`config.mk`:
```
export PLATFORM = sky130hd
export DESIGN_NAME = up_counter_reload_compare
export DESIGN_NICKNAME = d
export VERILOG_FILES = /design/src/hdl/ctr_pkg.sv /design/src/hdl/up_counter_reload_compare.sv
export SDC_FILE = /design/constraint.sdc
export NUM_CORES = 1
export LEC_CHECK = 0
export BUFFER_PORTS_ARGS = -buffer_cell sky130_fd_sc_hd__buf_2
export CAP_MARGIN = 20
export CORE_MARGIN = 5
export CORE_UTILIZATION = 60
export DETAILED_ROUTE_END_ITERATION = 6
export PLACE_DENSITY = 0.88
export RECOVER_POWER = 25
export SLEW_MARGIN = 15
export SYNTH_ARGS = -nofsm -noshare
export SYNTH_HDL_FRONTEND = slang
export SYNTH_SLANG_ARGS = --single-unit
```
`constraint.sdc`:
```
create_clock -name sys_clk -period 4.2 [get_ports sys_clk]
set_input_delay 0.84 -clock sys_clk [delete_from_list [all_inputs] [get_ports sys_clk]]
set_output_delay 0.84 -clock sys_clk [all_outputs]
set_load 0.01 [all_outputs]
```
`src/hdl/ctr_pkg.sv`:
```
// Purpose: shared constants and types of the reload/compare up counter
// Assumes: register index times four is the bus byte address
// Notes:   all numbers of the block live here

package ctr_pkg;

   // ************************************************************
   // register indices (byte address = index * 4)
   // ************************************************************
   localparam logic [7:0] IDX_CONTROL    = 8'hc8; // counter_control
   localparam logic [7:0] IDX_MODE       = 8'hc9; // counter_mode_setup
   localparam logic [7:0] IDX_RCMP_LOW   = 8'hca; // reload_compare_low
   localparam logic [7:0] IDX_RCMP_HIGH  = 8'hcb; // reload_compare_high
   localparam logic [7:0] IDX_COUNT_LOW  = 8'hcc; // count_low_byte
   localparam logic [7:0] IDX_COUNT_HIGH = 8'hcd; // count_high_byte
   localparam logic [7:0] IDX_CAP_BASE   = 8'hd0; // capture results, low then high per channel
   localparam logic [7:0] IDX_IRQ_STATUS = 8'hd8; // sticky event bits, write one to clear
   localparam logic [7:0] IDX_IRQ_MASK   = 8'hd9; // local enables, same layout
   localparam logic [7:0] IDX_IRQ_GLOBAL = 8'hda; // global enable in bit 0

   // ************************************************************
   // field positions and reset values
   // ************************************************************
   localparam int unsigned CTL_FLAG_BIT = 7;     // counter_event_flag
   localparam int unsigned CTL_RUN_BIT  = 2;     // counter_run_bit
   localparam int unsigned CTL_MODE_BIT = 0;     // compare_reload_select
   localparam int unsigned ST_EVENT_BIT = 0;     // status bit mirroring the event flag
   localparam int unsigned ST_CAP_BIT   = 1;     // first capture status bit
   localparam int unsigned NUM_CAP      = 3;     // capture channels
   localparam logic [7:0]  RESET_BYTE   = 8'h00; // every register resets to zero
   localparam logic [15:0] COUNT_TOP    = 16'hffff;
   localparam logic [15:0] COUNT_ZERO   = 16'h0000;
   localparam logic [1:0]  TRIG_OVERFLOW = 2'b00;

   // prescaler terminal counts: ratio minus one for codes 000..111
   localparam logic [8:0] PRESCALE_LAST [0:7] = '{9'h000, 9'h003, 9'h00f, 9'h01f,
                                                  9'h03f, 9'h07f, 9'h0ff, 9'h1ff};

   // ************************************************************
   // carriers
   // ************************************************************
   typedef struct packed {
      logic       reload_enable_bit;     // bit 7
      logic [2:0] prescale_select;       // bits 6:4
      logic       capture_clear_enable;  // bit 3
      logic       match_clear_enable;    // bit 2
      logic [1:0] reload_trigger_select; // bits 1:0
   } mode_t;

   typedef struct packed {
      logic       valid; // a transfer was taken
      logic       wr;    // write when set
      logic       hit;   // address lies in the register window
      logic [7:0] idx;   // register index
   } bus_req_t;

endpackage

```
`src/hdl/up_counter_reload_compare.sv`:
```
// Purpose: 16-bit prescaled up counter, auto-reload or compare, with capture
// Assumes: capture events are one-cycle pulses from logic on sys_clk
// Notes:   registers reached over AHB-Lite, byte data in the low bits
// Function
// - sixteen bit counter, bytes separately readable, writable
// - prescaler divides by 1..512 per code
// - run bit gates counting, stop keeps count
// - mode bit zero selects reload or compare
// - event flag set on overflow or match
// - event flag cleared only by software
// - interrupt when flag, local, global enables set
// - reload only while reload enable bit set
// - trigger select overflow or capture channel
// - reload mode capture clears count when enabled
// - compare mode match clears count when enabled
// - low byte is compare or reload low
// - three capture pairs load count on event
// - separate high byte register resets zero
// - match when all count bytes equal compare
// - capture clear suppresses reload, clears only
//
// Design decision made here: the AHB-Lite interface to the registers.
`timescale 1ns/10ps

module up_counter_reload_compare
   import ctr_pkg::*;
(
   input  wire logic        sys_clk,   // system clock, 100 MHz
   input  wire logic        rst_b,     // asynchronous reset, active low
   input  wire logic        hsel,      // slave select
   input  wire logic [31:0] haddr,     // byte address
   input  wire logic [1:0]  htrans,    // transfer type
   input  wire logic        hwrite,    // write when high
   input  wire logic [2:0]  hsize,     // word transfers only
   input  wire logic [31:0] hwdata,    // write data, data phase
   input  wire logic        hready,    // bus ready in
   output logic      [31:0] hrdata,    // read data, from flops
   output logic             hreadyout, // slave ready
   output logic             hresp,     // always okay
   input  wire logic [2:0]  cap_event, // capture event pulses
   output logic             irq        // level interrupt
);

   // ************************************************************
   // state
   // ************************************************************
   bus_req_t    req_q;                  // latched address phase
   logic        rd_wait_q;              // read wait state pending
   logic [31:0] hrdata_q;               // read data holder
   logic        flag_q;                 // counter_event_flag
   logic        run_q;                  // counter_run_bit
   logic        cmp_mode_q;             // compare_reload_select
   mode_t       mode_q;                 // counter_mode_setup
   logic [7:0]  rcmp_low_q;             // reload_compare_low
   logic [7:0]  rcmp_high_q;            // reload_compare_high
   logic [15:0] count_q;                // count_high_byte:count_low_byte
   logic [15:0] count_d;                // next count
   logic [8:0]  pre_cnt_q;              // prescaler count
   logic [15:0] cap_q [NUM_CAP];        // capture results
   logic [2:0]  cap_st_q;               // sticky capture status
   logic [3:0]  mask_q;                 // local interrupt enables
   logic        global_q;               // global interrupt enable
   logic        tick;                   // prescaled count strobe
   logic        ovf;                    // overflow this tick
   logic        match;                  // compare match this tick
   logic        wr_en;                  // data phase of a write
   logic [15:0] reload_val;             // high:low reload/compare
   logic [7:0]  rd_mux;                 // selected register byte
   logic [7:0]  wb;                     // written byte

   assign hresp     = 1'b0;             // every transfer answers okay
   assign hreadyout = !rd_wait_q;       // reads take one wait state
   assign hrdata    = hrdata_q;
   assign wr_en     = req_q.valid && req_q.wr && req_q.hit;
   assign wb        = hwdata[7:0];
   assign reload_val = {rcmp_high_q, rcmp_low_q};

   // ************************************************************
   // bus slave
   // ************************************************************

   // address phase capture; hsize unused since only words arrive
   always_ff @(posedge sys_clk or negedge rst_b) begin
      if (!rst_b) begin
         req_q <= '0;
      end else if (hready) begin
         req_q.valid <= hsel && htrans[1];
         req_q.wr    <= hwrite;
         req_q.hit   <= (haddr[31:10] == 22'h000000) && (haddr[1:0] == 2'b00);
         req_q.idx   <= haddr[9:2];
      end
   end

   // read byte selection, unmapped reads give zero
   always_comb begin
      rd_mux = 8'h00;
      unique case (req_q.idx)
         IDX_CONTROL:      rd_mux = {flag_q, 4'h0, run_q, 1'b0, cmp_mode_q};
         IDX_MODE:         rd_mux = mode_q;
         IDX_RCMP_LOW:     rd_mux = rcmp_low_q;
         IDX_RCMP_HIGH:    rd_mux = rcmp_high_q;
         IDX_COUNT_LOW:    rd_mux = count_q[7:0];
         IDX_COUNT_HIGH:   rd_mux = count_q[15:8];
         IDX_CAP_BASE:     rd_mux = cap_q[0][7:0];
         IDX_CAP_BASE + 8'h01: rd_mux = cap_q[0][15:8];
         IDX_CAP_BASE + 8'h02: rd_mux = cap_q[1][7:0];
         IDX_CAP_BASE + 8'h03: rd_mux = cap_q[1][15:8];
         IDX_CAP_BASE + 8'h04: rd_mux = cap_q[2][7:0];
         IDX_CAP_BASE + 8'h05: rd_mux = cap_q[2][15:8];
         IDX_IRQ_STATUS:   rd_mux = {4'h0, cap_st_q, flag_q};
         IDX_IRQ_MASK:     rd_mux = {4'h0, mask_q};
         IDX_IRQ_GLOBAL:   rd_mux = {7'h00, global_q};
         default:          rd_mux = 8'h00;
      endcase
   end

   // read data one cycle after the address phase, so a write just before lands first
   always_ff @(posedge sys_clk or negedge rst_b) begin
      if (!rst_b) begin
         rd_wait_q <= 1'b0;
         hrdata_q  <= 32'h00000000;
      end else if (rd_wait_q) begin
         rd_wait_q <= 1'b0;
         hrdata_q  <= req_q.hit ? {24'h000000, rd_mux} : 32'h00000000;
      end else begin
         rd_wait_q <= hready && hsel && htrans[1] && !hwrite;
      end
   end

   // ************************************************************
   // configuration registers
   // ************************************************************

   // run, mode and reload/compare bytes, all zero after reset
   always_ff @(posedge sys_clk or negedge rst_b) begin
      if (!rst_b) begin
         run_q       <= 1'b0;
         cmp_mode_q  <= 1'b0;
         mode_q      <= RESET_BYTE;
         rcmp_low_q  <= RESET_BYTE;
         rcmp_high_q <= RESET_BYTE;
         mask_q      <= 4'h0;
         global_q    <= 1'b0;
      end else if (wr_en) begin
         if (req_q.idx == IDX_CONTROL) begin
            run_q      <= wb[CTL_RUN_BIT];
            cmp_mode_q <= wb[CTL_MODE_BIT];
         end
         if (req_q.idx == IDX_MODE)       mode_q      <= wb;
         if (req_q.idx == IDX_RCMP_LOW)   rcmp_low_q  <= wb;
         if (req_q.idx == IDX_RCMP_HIGH)  rcmp_high_q <= wb;
         if (req_q.idx == IDX_IRQ_MASK)   mask_q      <= wb[3:0];
         if (req_q.idx == IDX_IRQ_GLOBAL) global_q    <= wb[0];
      end
   end

   // ************************************************************
   // prescaler
   // ************************************************************

   // restarts on a mode write so a smaller ratio never waits for wrap
   always_ff @(posedge sys_clk or negedge rst_b) begin
      if (!rst_b) begin
         pre_cnt_q <= 9'h000;
      end else if (!run_q || tick || (wr_en && req_q.idx == IDX_MODE)) begin
         pre_cnt_q <= 9'h000;
      end else begin
         pre_cnt_q <= pre_cnt_q + 9'h001;
      end
   end

   assign tick = run_q && (pre_cnt_q == PRESCALE_LAST[mode_q.prescale_select]);

   // ************************************************************
   // counter next value
   // ************************************************************

   // priority, lowest first: tick, capture action, software byte write
   always_comb begin
      count_d = count_q;
      ovf     = 1'b0;
      match   = 1'b0;
      if (tick) begin
         count_d = count_q + 16'h0001;
         if (count_q == COUNT_TOP) begin
            ovf = 1'b1;
            if (!cmp_mode_q && mode_q.reload_enable_bit
                && mode_q.reload_trigger_select == TRIG_OVERFLOW) begin
               count_d = reload_val;
            end
         end
         if (cmp_mode_q && count_q == reload_val) begin
            match = 1'b1;
            if (mode_q.match_clear_enable) begin
               count_d = COUNT_ZERO;
            end
         end
      end
      // capture actions belong to reload mode only
      if (!cmp_mode_q && |cap_event) begin
         if (mode_q.capture_clear_enable) begin
            count_d = COUNT_ZERO;
         end else if (mode_q.reload_enable_bit && mode_q.reload_trigger_select != TRIG_OVERFLOW
                      && cap_event[mode_q.reload_trigger_select - 2'd1]) begin
            count_d = reload_val;
         end
      end
      // software writes win; stop the counter first for a clean pair
      if (wr_en && req_q.idx == IDX_COUNT_LOW) begin
         count_d[7:0] = wb;
      end
      if (wr_en && req_q.idx == IDX_COUNT_HIGH) begin
         count_d[15:8] = wb;
      end
   end

   // counter flops
   always_ff @(posedge sys_clk or negedge rst_b) begin
      if (!rst_b) begin
         count_q <= COUNT_ZERO;
      end else begin
         count_q <= count_d;
      end
   end

   // ************************************************************
   // capture results
   // ************************************************************

   // each channel stores the count before any clear takes effect
   always_ff @(posedge sys_clk or negedge rst_b) begin
      if (!rst_b) begin
         for (int i = 0; i < NUM_CAP; i++) begin
            cap_q[i] <= COUNT_ZERO;
         end
      end else begin
         for (int i = 0; i < NUM_CAP; i++) begin
            if (cap_event[i]) begin
               cap_q[i] <= count_q;
            end
         end
      end
   end

   // ************************************************************
   // event flag, status and interrupt
   // ************************************************************

   // set wins over a clear in the same cycle; hardware never clears it
   always_ff @(posedge sys_clk or negedge rst_b) begin
      if (!rst_b) begin
         flag_q <= 1'b0;
      end else if (ovf || match) begin
         flag_q <= 1'b1;
      end else if (wr_en && req_q.idx == IDX_CONTROL) begin
         flag_q <= wb[CTL_FLAG_BIT];
      end else if (wr_en && req_q.idx == IDX_IRQ_STATUS && wb[ST_EVENT_BIT]) begin
         flag_q <= 1'b0;
      end
   end

   // capture status, write one to clear, new event wins
   always_ff @(posedge sys_clk or negedge rst_b) begin
      if (!rst_b) begin
         cap_st_q <= 3'b000;
      end else if (wr_en && req_q.idx == IDX_IRQ_STATUS) begin
         cap_st_q <= (cap_st_q & ~wb[ST_CAP_BIT +: NUM_CAP]) | cap_event;
      end else begin
         cap_st_q <= cap_st_q | cap_event;
      end
   end

   // level request gated by local and global enables
   assign irq = global_q && |({cap_st_q, flag_q} & mask_q);

   logic cnt_wr;
   assign cnt_wr = wr_en && (req_q.idx == IDX_COUNT_LOW || req_q.idx == IDX_COUNT_HIGH);
endmodule // up_counter_reload_compare

```
Yosys cells after proc, flatten, opt, wreduce, memory -nomap -nowiden

Memory sizes are Yosys's and may differ from the RTL's.
Cells that the tools add are included.

Equality and inequality tests: 18
Reductions and logical operators: 41
Multiplexer cells: 26
Order comparisons: 2
Bitwise operators: 6
Add/subtract/negate cells: 3

Operators with widths:

| operator                | count |
|---|---|
| $mux W16                | 8 |
| $eq A8 B8 Y1 const B    | 15 |
| $pmux W8 S15            | 1 |
| $mux W9                 | 3 |
| $mux W8                 | 3 |
| $logic_not A22 Y1       | 1 |
| $logic_and A1 B1 Y1     | 21 |
| $add A16 B1 Y16 const B | 1 |
| $eq A16 B16 Y1          | 1 |
| $eq A16 B16 Y1 const B  | 1 |
| $reduce_and A2 Y1       | 6 |
| $add A9 B1 Y9 const B   | 1 |
| $eq A9 B9 Y1            | 1 |
| $mux W1                 | 9 |
| $or A3 B3 Y3            | 2 |
| $and A4 B4 Y4           | 1 |
| $ge A4 B4 Y1 const B    | 1 |
| $logic_not A1 Y1        | 4 |
| $logic_not A2 Y1        | 2 |
| $not A3 Y4              | 1 |
| $reduce_or A4 Y1        | 1 |
| $and A3 B3 Y3           | 1 |
| $logic_or A1 B1 Y1      | 3 |
| $lt A2 B3 Y1 const B    | 1 |
| other kinds (7)         | 7 |

Register bits after elaboration: 152
Output and inout port bits: 35
Input bits: 77
Logic and storage cells: 121
Memories kept: 1
Bits in read-only memories: 72

Memory list:

| memory           | depth | bits a word | read ports | clocked after memory_dff | write ports | RTL line                         | text |
|---|---|---|---|---|---|---|---|
| (name not given) | 8     | 9           | 1          | 0                        | 0           | up_counter_reload_compare.sv:172 | `assign tick = run_q && (pre_cnt_q == PRESCALE_LAST[mode_q.prescale_select]);` |

Depth between registers and ports, before layout

Word-level depth: 12
Gate-level depth with buffers: 9

Worst setup path after synthesis

OpenSTA, ideal clock, no wires.

Path type: input-to-reg
Start: in cap_event[0]
End: reg count_q[3]
Stages on the path: 8
Path buffers: 2
Arrival: 2712 ps
Setup slack: 1420 ps
Required time: 4132 ps
Cell sequence: buf_2 and3b_1 or4_1 or3_1 clkbuf_1 nor2_2 a221o_1 o221a_1

Longest elaborated chain between the ends: 7

Ends and longest elaborated chain:

| what                          | RTL line                         | text |
|---|---|---|
| start: declaration            | up_counter_reload_compare.sv:40  | `input wire logic [2:0] cap_event,` |
| $bmux W1 S2                   | up_counter_reload_compare.sv:204 | `&& cap_event[mode_q.reload_trigger_select - 2'd1]) begin` |
| $mux W1 (implied by the code) | up_counter_reload_compare.sv:204 |  |
| $logic_and A1 B1 Y1           | up_counter_reload_compare.sv:204 |  |
| $mux W16                      | up_counter_reload_compare.sv:203 | `end else if (mode_q.reload_enable_bit && mode_q.reload_trigger_select != TRIG_OVERFLOW` |
| $mux W16                      | up_counter_reload_compare.sv:201 | `if (mode_q.capture_clear_enable) begin` |
| $mux W16 (*)                  | up_counter_reload_compare.sv:200 | `if (!cmp_mode_q && \|cap_event) begin` |
| $mux W8 (*)                   | up_counter_reload_compare.sv:209 | `if (wr_en && req_q.idx == IDX_COUNT_LOW) begin` |
| net count_d[3]                | up_counter_reload_compare.sv:57  | `logic [15:0] count_d;` |
| end signal: assignment        | up_counter_reload_compare.sv:222 | `count_q <= count_d;` |
| end: declaration              | up_counter_reload_compare.sv:56  | `logic [15:0] count_q;` |

The timed path passes the listed nets; every way through them passes the cells marked *. The select of a mux whose other input is x is not followed.
A chain may end at the register's enable or synchronous reset.

Worst setup path after layout

Start: reg count_q[4]
End: reg count_q[5]

Longest elaborated chain between the ends: 10

Ends and longest elaborated chain:

| what            | RTL line                         | text |
|---|---|---|
| $add A16 B1 Y16 | up_counter_reload_compare.sv:184 | `count_d = count_q + 16'h0001;` |
| $mux W16        | up_counter_reload_compare.sv:187 | `if (!cmp_mode_q && mode_q.reload_enable_bit` |
| $mux W16        | up_counter_reload_compare.sv:185 | `if (count_q == COUNT_TOP) begin` |
| $mux W16        | up_counter_reload_compare.sv:194 | `if (mode_q.match_clear_enable) begin` |
| $mux W16 (*)    | up_counter_reload_compare.sv:192 | `if (cmp_mode_q && count_q == reload_val) begin` |
| $mux W16 (*)    | up_counter_reload_compare.sv:183 | `if (tick) begin` |
| $mux W16        | up_counter_reload_compare.sv:203 |  |
| $mux W16        | up_counter_reload_compare.sv:201 |  |
| $mux W16 (*)    | up_counter_reload_compare.sv:200 |  |
| $mux W8 (*)     | up_counter_reload_compare.sv:209 |  |
| net count_d[5]  | up_counter_reload_compare.sv:57  |  |

The timed path passes the listed nets; every way through them passes the cells marked *.

==> results <==
- The flow ran to the end, but the final reports show violations.
- The checks that failed: DRC, capacitance limit, slew limit.
- The overall die area is 14,700 sq um.
- The number of antenna violations at the first check in global routing was 0.
- The setup slack at placement is approximately 930 ps.
- The clock input transition at the sequential cells of the worst setup and hold paths is ~50 ps.
- In this run the power density over the cells is 395 nW/um^2.
- The worst hold path begins at rd_wait_q.
- The biggest area contributor in the post-synthesis netlist is sky130_fd_sc_hd__dfrtp_1.
- The final sum of negative setup slack is 0 ps.
- The routed design could run at a clock period as short as ~3200 ps.
- Entering global routing, the biggest net connects 64 pins.
- The post-route clock period utilization is 0.768.
- 0 antenna diodes ended up in the layout.
- The count of yosys warnings during synthesis is 0.
- Once the clock tree was built, the setup fixing pass inserted 0 buffers.
- Setup repair after global routing left no endpoint under its margin.
- The worst pin sits at a relative slew slack of -0.0744.
- The starting density of the core is 0.615.
- The horizontal extent of the die is 121 um.
- Summing all placed instances gives a cell area of just under 8000 sq um.
- After synthesis, the share of flip-flops with an asynchronous set or reset is 1.00.
- Port buffering added just under 60 buffers.
- The layout-stage area growth over the synthesis result is 11.5%.
- The finished cells cover 8270 sq um.
- The element type at the critical path start is a register.
- The critical-path cell with the highest stage delay is sky130_fd_sc_hd__a2111oi_0.
- The critical path arrival is 3570 ps.
- The number of nets with antenna violations after routing is 0.
- The number of clock sinks seen by CTS is 128.
- The final hold violation count came to 0.
- In the post-route analysis, the smallest setup slack over all paths is 973 ps.
- The average instance in the mapped netlist occupies between 10 and 15 sq um.
- The wire-length estimate of the detail-placed layout is 15,200 um.
- Setup violations remaining at the end of the flow were counted as 0.
- For the pin with the worst max-slew slack, the measured transition is 1610 ps.
- STA classifies the critical path endpoint as a register.
- The worst register-to-register path ends at count_q[5].
- Yosys mapped the design onto 68 distinct sky130hd cell types.
- The hold buffer count at cts is 0.
- 112 I/O pins were placed.
- Synthesis produced a netlist whose cell count is between 700 and 800.
- The data required time at the worst endpoint is approximately 4600 ps.
- The internal reg-to-reg setup slack is 970 ps.
- Max-cap violations in this run came to 1.
- The cell with the most instances after synthesis is sky130_fd_sc_hd__dfrtp_1.
- The count of flip-flops with a built-in enable after synthesis is 0.
- The depth of the worst register-to-register path is 5.
- The fmax is 310 MHz.
- The filler cell count in the final layout is 897.
- The maximum net fanout on the critical path is 17.
- The post-detailed-route DRC marker count is 10.
- The number of slew-limit violations in the final report is 64.
- By count the netlist is led by sky130_fd_sc_hd__dfrtp_1 (128), sky130_fd_sc_hd__mux2_2 (85), sky130_fd_sc_hd__nand2_1 (49), sky130_fd_sc_hd__nor2_1 (46).
- For hold timing, the worst endpoint is rd_wait_q.
- Traced cell by cell, the critical path runs through nand4_1, nor3_2, nand4_1, a2111oi_0, o221a_1.
- The standard cell core area is 12,100 sq um.
- The number of iterations in the first detailed-routing pass is 7.
- Of the cells placed in the final design, the portion with a size suffix greater than 1 is 0.249.
- For this block, the routed nets add up to between 20,000 and 25,000 um of wire.
- In this run the critical register-to-register path is launched from count_q[4].
- The H-tree generated during clock tree synthesis spans 4 levels.
- In this design, the critical path's most frequently occurring cell is sky130_fd_sc_hd__nand4_1.
- After clock tree synthesis, the repair step resized 0 gates.
- Clock tree synthesis selected as its root buffer the cell sky130_fd_sc_hd__clkbuf_16.
- The floorplan die height is 121 um.
- The kind of cell with the highest combined delay along the critical path is simple AND/OR/NAND/NOR gates.
- Counting along the longest clock path gives a buffer depth of 2.
- The congestion estimate from routability-driven global placement came to 0.988.
- The largest single stage delay on the critical path is 720 ps.
- In this run, CTS created clock tree buffers numbering 17.
- For this run, the register share of the synthesized area comes to 0.432.
- The count of standard-cell rows is 40.
- The path class of the tightest hold or removal check is register to register.
- Along the worst hold path, the cell count comes to 1.
- The DRC violation total after the first TritonRoute iteration is 873.
- The CTS tree is built.
- The total routing usage reported by global routing is 0.308.
- VDD sags by at most between 0.4 and 0.5 mV.
- The number of storage elements in the synthesis netlist is 128.
- In the final design database the tool counted 848 nets.
- The first global-routing pass estimated around 35,000 um of wire.
- The number of buffers and inverters on the critical path is 0.
- The worst setup path is of the register to register kind.
- By area the synthesized netlist is led by sky130_fd_sc_hd__dfrtp_1 (43%), sky130_fd_sc_hd__mux2_2 (13%), sky130_fd_sc_hd__buf_4 (2.5%).
- The mean routed wirelength per cell is ~23 um.
- The prevailing post-synth register cell is sky130_fd_sc_hd__dfrtp_1.
- The via density per instance is 6.70.
- The share of synthesized area in the top cell type comes to 0.432.
- In this run the static leakage power is 3.58 nW.
- The via count of the first global-routing pass is 6,340.
- The routed layout has 6,342 vias.
- Summing every instance area after synthesis gives 7420 sq um.
- At the later pin of the worst-skew pair, clock insertion delay measures roughly 420 ps.
- Across the routed clock network, the largest skew measured is 9.72 ps.
- The final global-route overflow total is 0.
## kinds of logic after synthesis
family / synth area share
AOI/OAI and AO/OA: 0.159
xor gates and xnor gates: 0.0401
adders and majority gates: 0.00658
buffers and inverters: 0.0634
DFF: 0.432
muxes: 0.160
other: 0.000505
and+or+nand+nor: 0.139
## flip-flops by register name, summed over array words and instances (netlist names), 3 cells and up
signal and cells:
mask_q 4, rcmp_high_q 8, count_q 16, rcmp_low_q 8, cap_st_q 3, mode_q 8, hrdata 8, req_q 11
cap_q 48, pre_cnt_q 9
## layer usage
layer | wire (um) | GRT usage | vias up | share of wire
li1 | - | - | 2724 | -
met1 | 8270 | 0.402 | 3085 | 0.38
met2 | 10100 | 0.474 | 451 | 0.46
met3 | 2640 | 0.103 | 82 | 0.12
met4 | 749 | 0.123 | 0 | 0.034
met5 | 0 | 0 | - | 0
## cell type report
class                      count  area [sq um]  share of cell area
multi-input combinational    530          3840               0.464
sequential                   128          3200               0.387
timing repair buffer          72           388              0.0469
clock buffer                  24           482              0.0582
tap                          168           210              0.0254
inverter                      19          71.3             0.00862
clock inverter                 6          82.6             0.00998
## stage by stage
| step | total power, mW | util | hold WS (ps) | instances |
|---|---|---|---|---|
| floorplan | 1.71 | - | 421 | 754 |
| global placement | 1.83 | 0.639 | 441 | 916 |
| detailed placement | 1.85 | 0.639 | 446 | 916 |
| CTS | 3.27 | 0.686 | 453 | 946 |
| global route | 3.39 | 0.686 | 468 | 947 |
| finish | 3.27 | 0.686 | 458 | 947 |
## how the worst max path moves through the flow
| stage | slack, ps | endpoint | start | cells after the start |
|---|---|---|---|---|
| after floorplan | 1420 | count_q[3] | cap_event[0] | 8 |
| after global placement | 990 | count_q[5] | cap_event[0] | 7 |
| after detailed placement | 930 | count_q[7] | cap_event[0] | 7 |
| after CTS | 1040 | count_q[5] | count_q[4] | 5 |
| after global routing | 720 | count_q[5] | count_q[3] | 5 |
| final | 970 | count_q[5] | count_q[4] | 5 |
## placed cells by master, fill, tap and decap left out, types with 9 or more instances in the layout
cell,synthesis,layout
sky130_fd_sc_hd__dfrtp_1,128,128
sky130_fd_sc_hd__mux2_2,85,85
sky130_fd_sc_hd__buf_2,7,57
sky130_fd_sc_hd__nand2_1,49,49
sky130_fd_sc_hd__nor2_1,46,46
sky130_fd_sc_hd__o21ai_0,34,34
sky130_fd_sc_hd__conb_1,1,25
sky130_fd_sc_hd__nand3_1,24,24
sky130_fd_sc_hd__xnor2_1,21,21
sky130_fd_sc_hd__a21oi_1,19,19
sky130_fd_sc_hd__inv_1,17,17
sky130_fd_sc_hd__clkbuf_16,0,17
sky130_fd_sc_hd__mux2i_1,16,16
sky130_fd_sc_hd__nor3_1,14,14
sky130_fd_sc_hd__xor2_1,13,13
sky130_fd_sc_hd__a22oi_1,13,13
sky130_fd_sc_hd__buf_4,25,12
sky130_fd_sc_hd__nand4_1,10,10
sky130_fd_sc_hd__o2bb2ai_1,10,10
sky130_fd_sc_hd__a221oi_1,9,9
sky130_fd_sc_hd__nor4_1,9,9
sky130_fd_sc_hd__o211ai_1,9,9
## power breakdown
group	switching [mW]	internal [mW]
sequential	0.137	1.33
clock	0.512	0.910
combinational	0.198	0.184
Power figures use the tool's default switching activity.
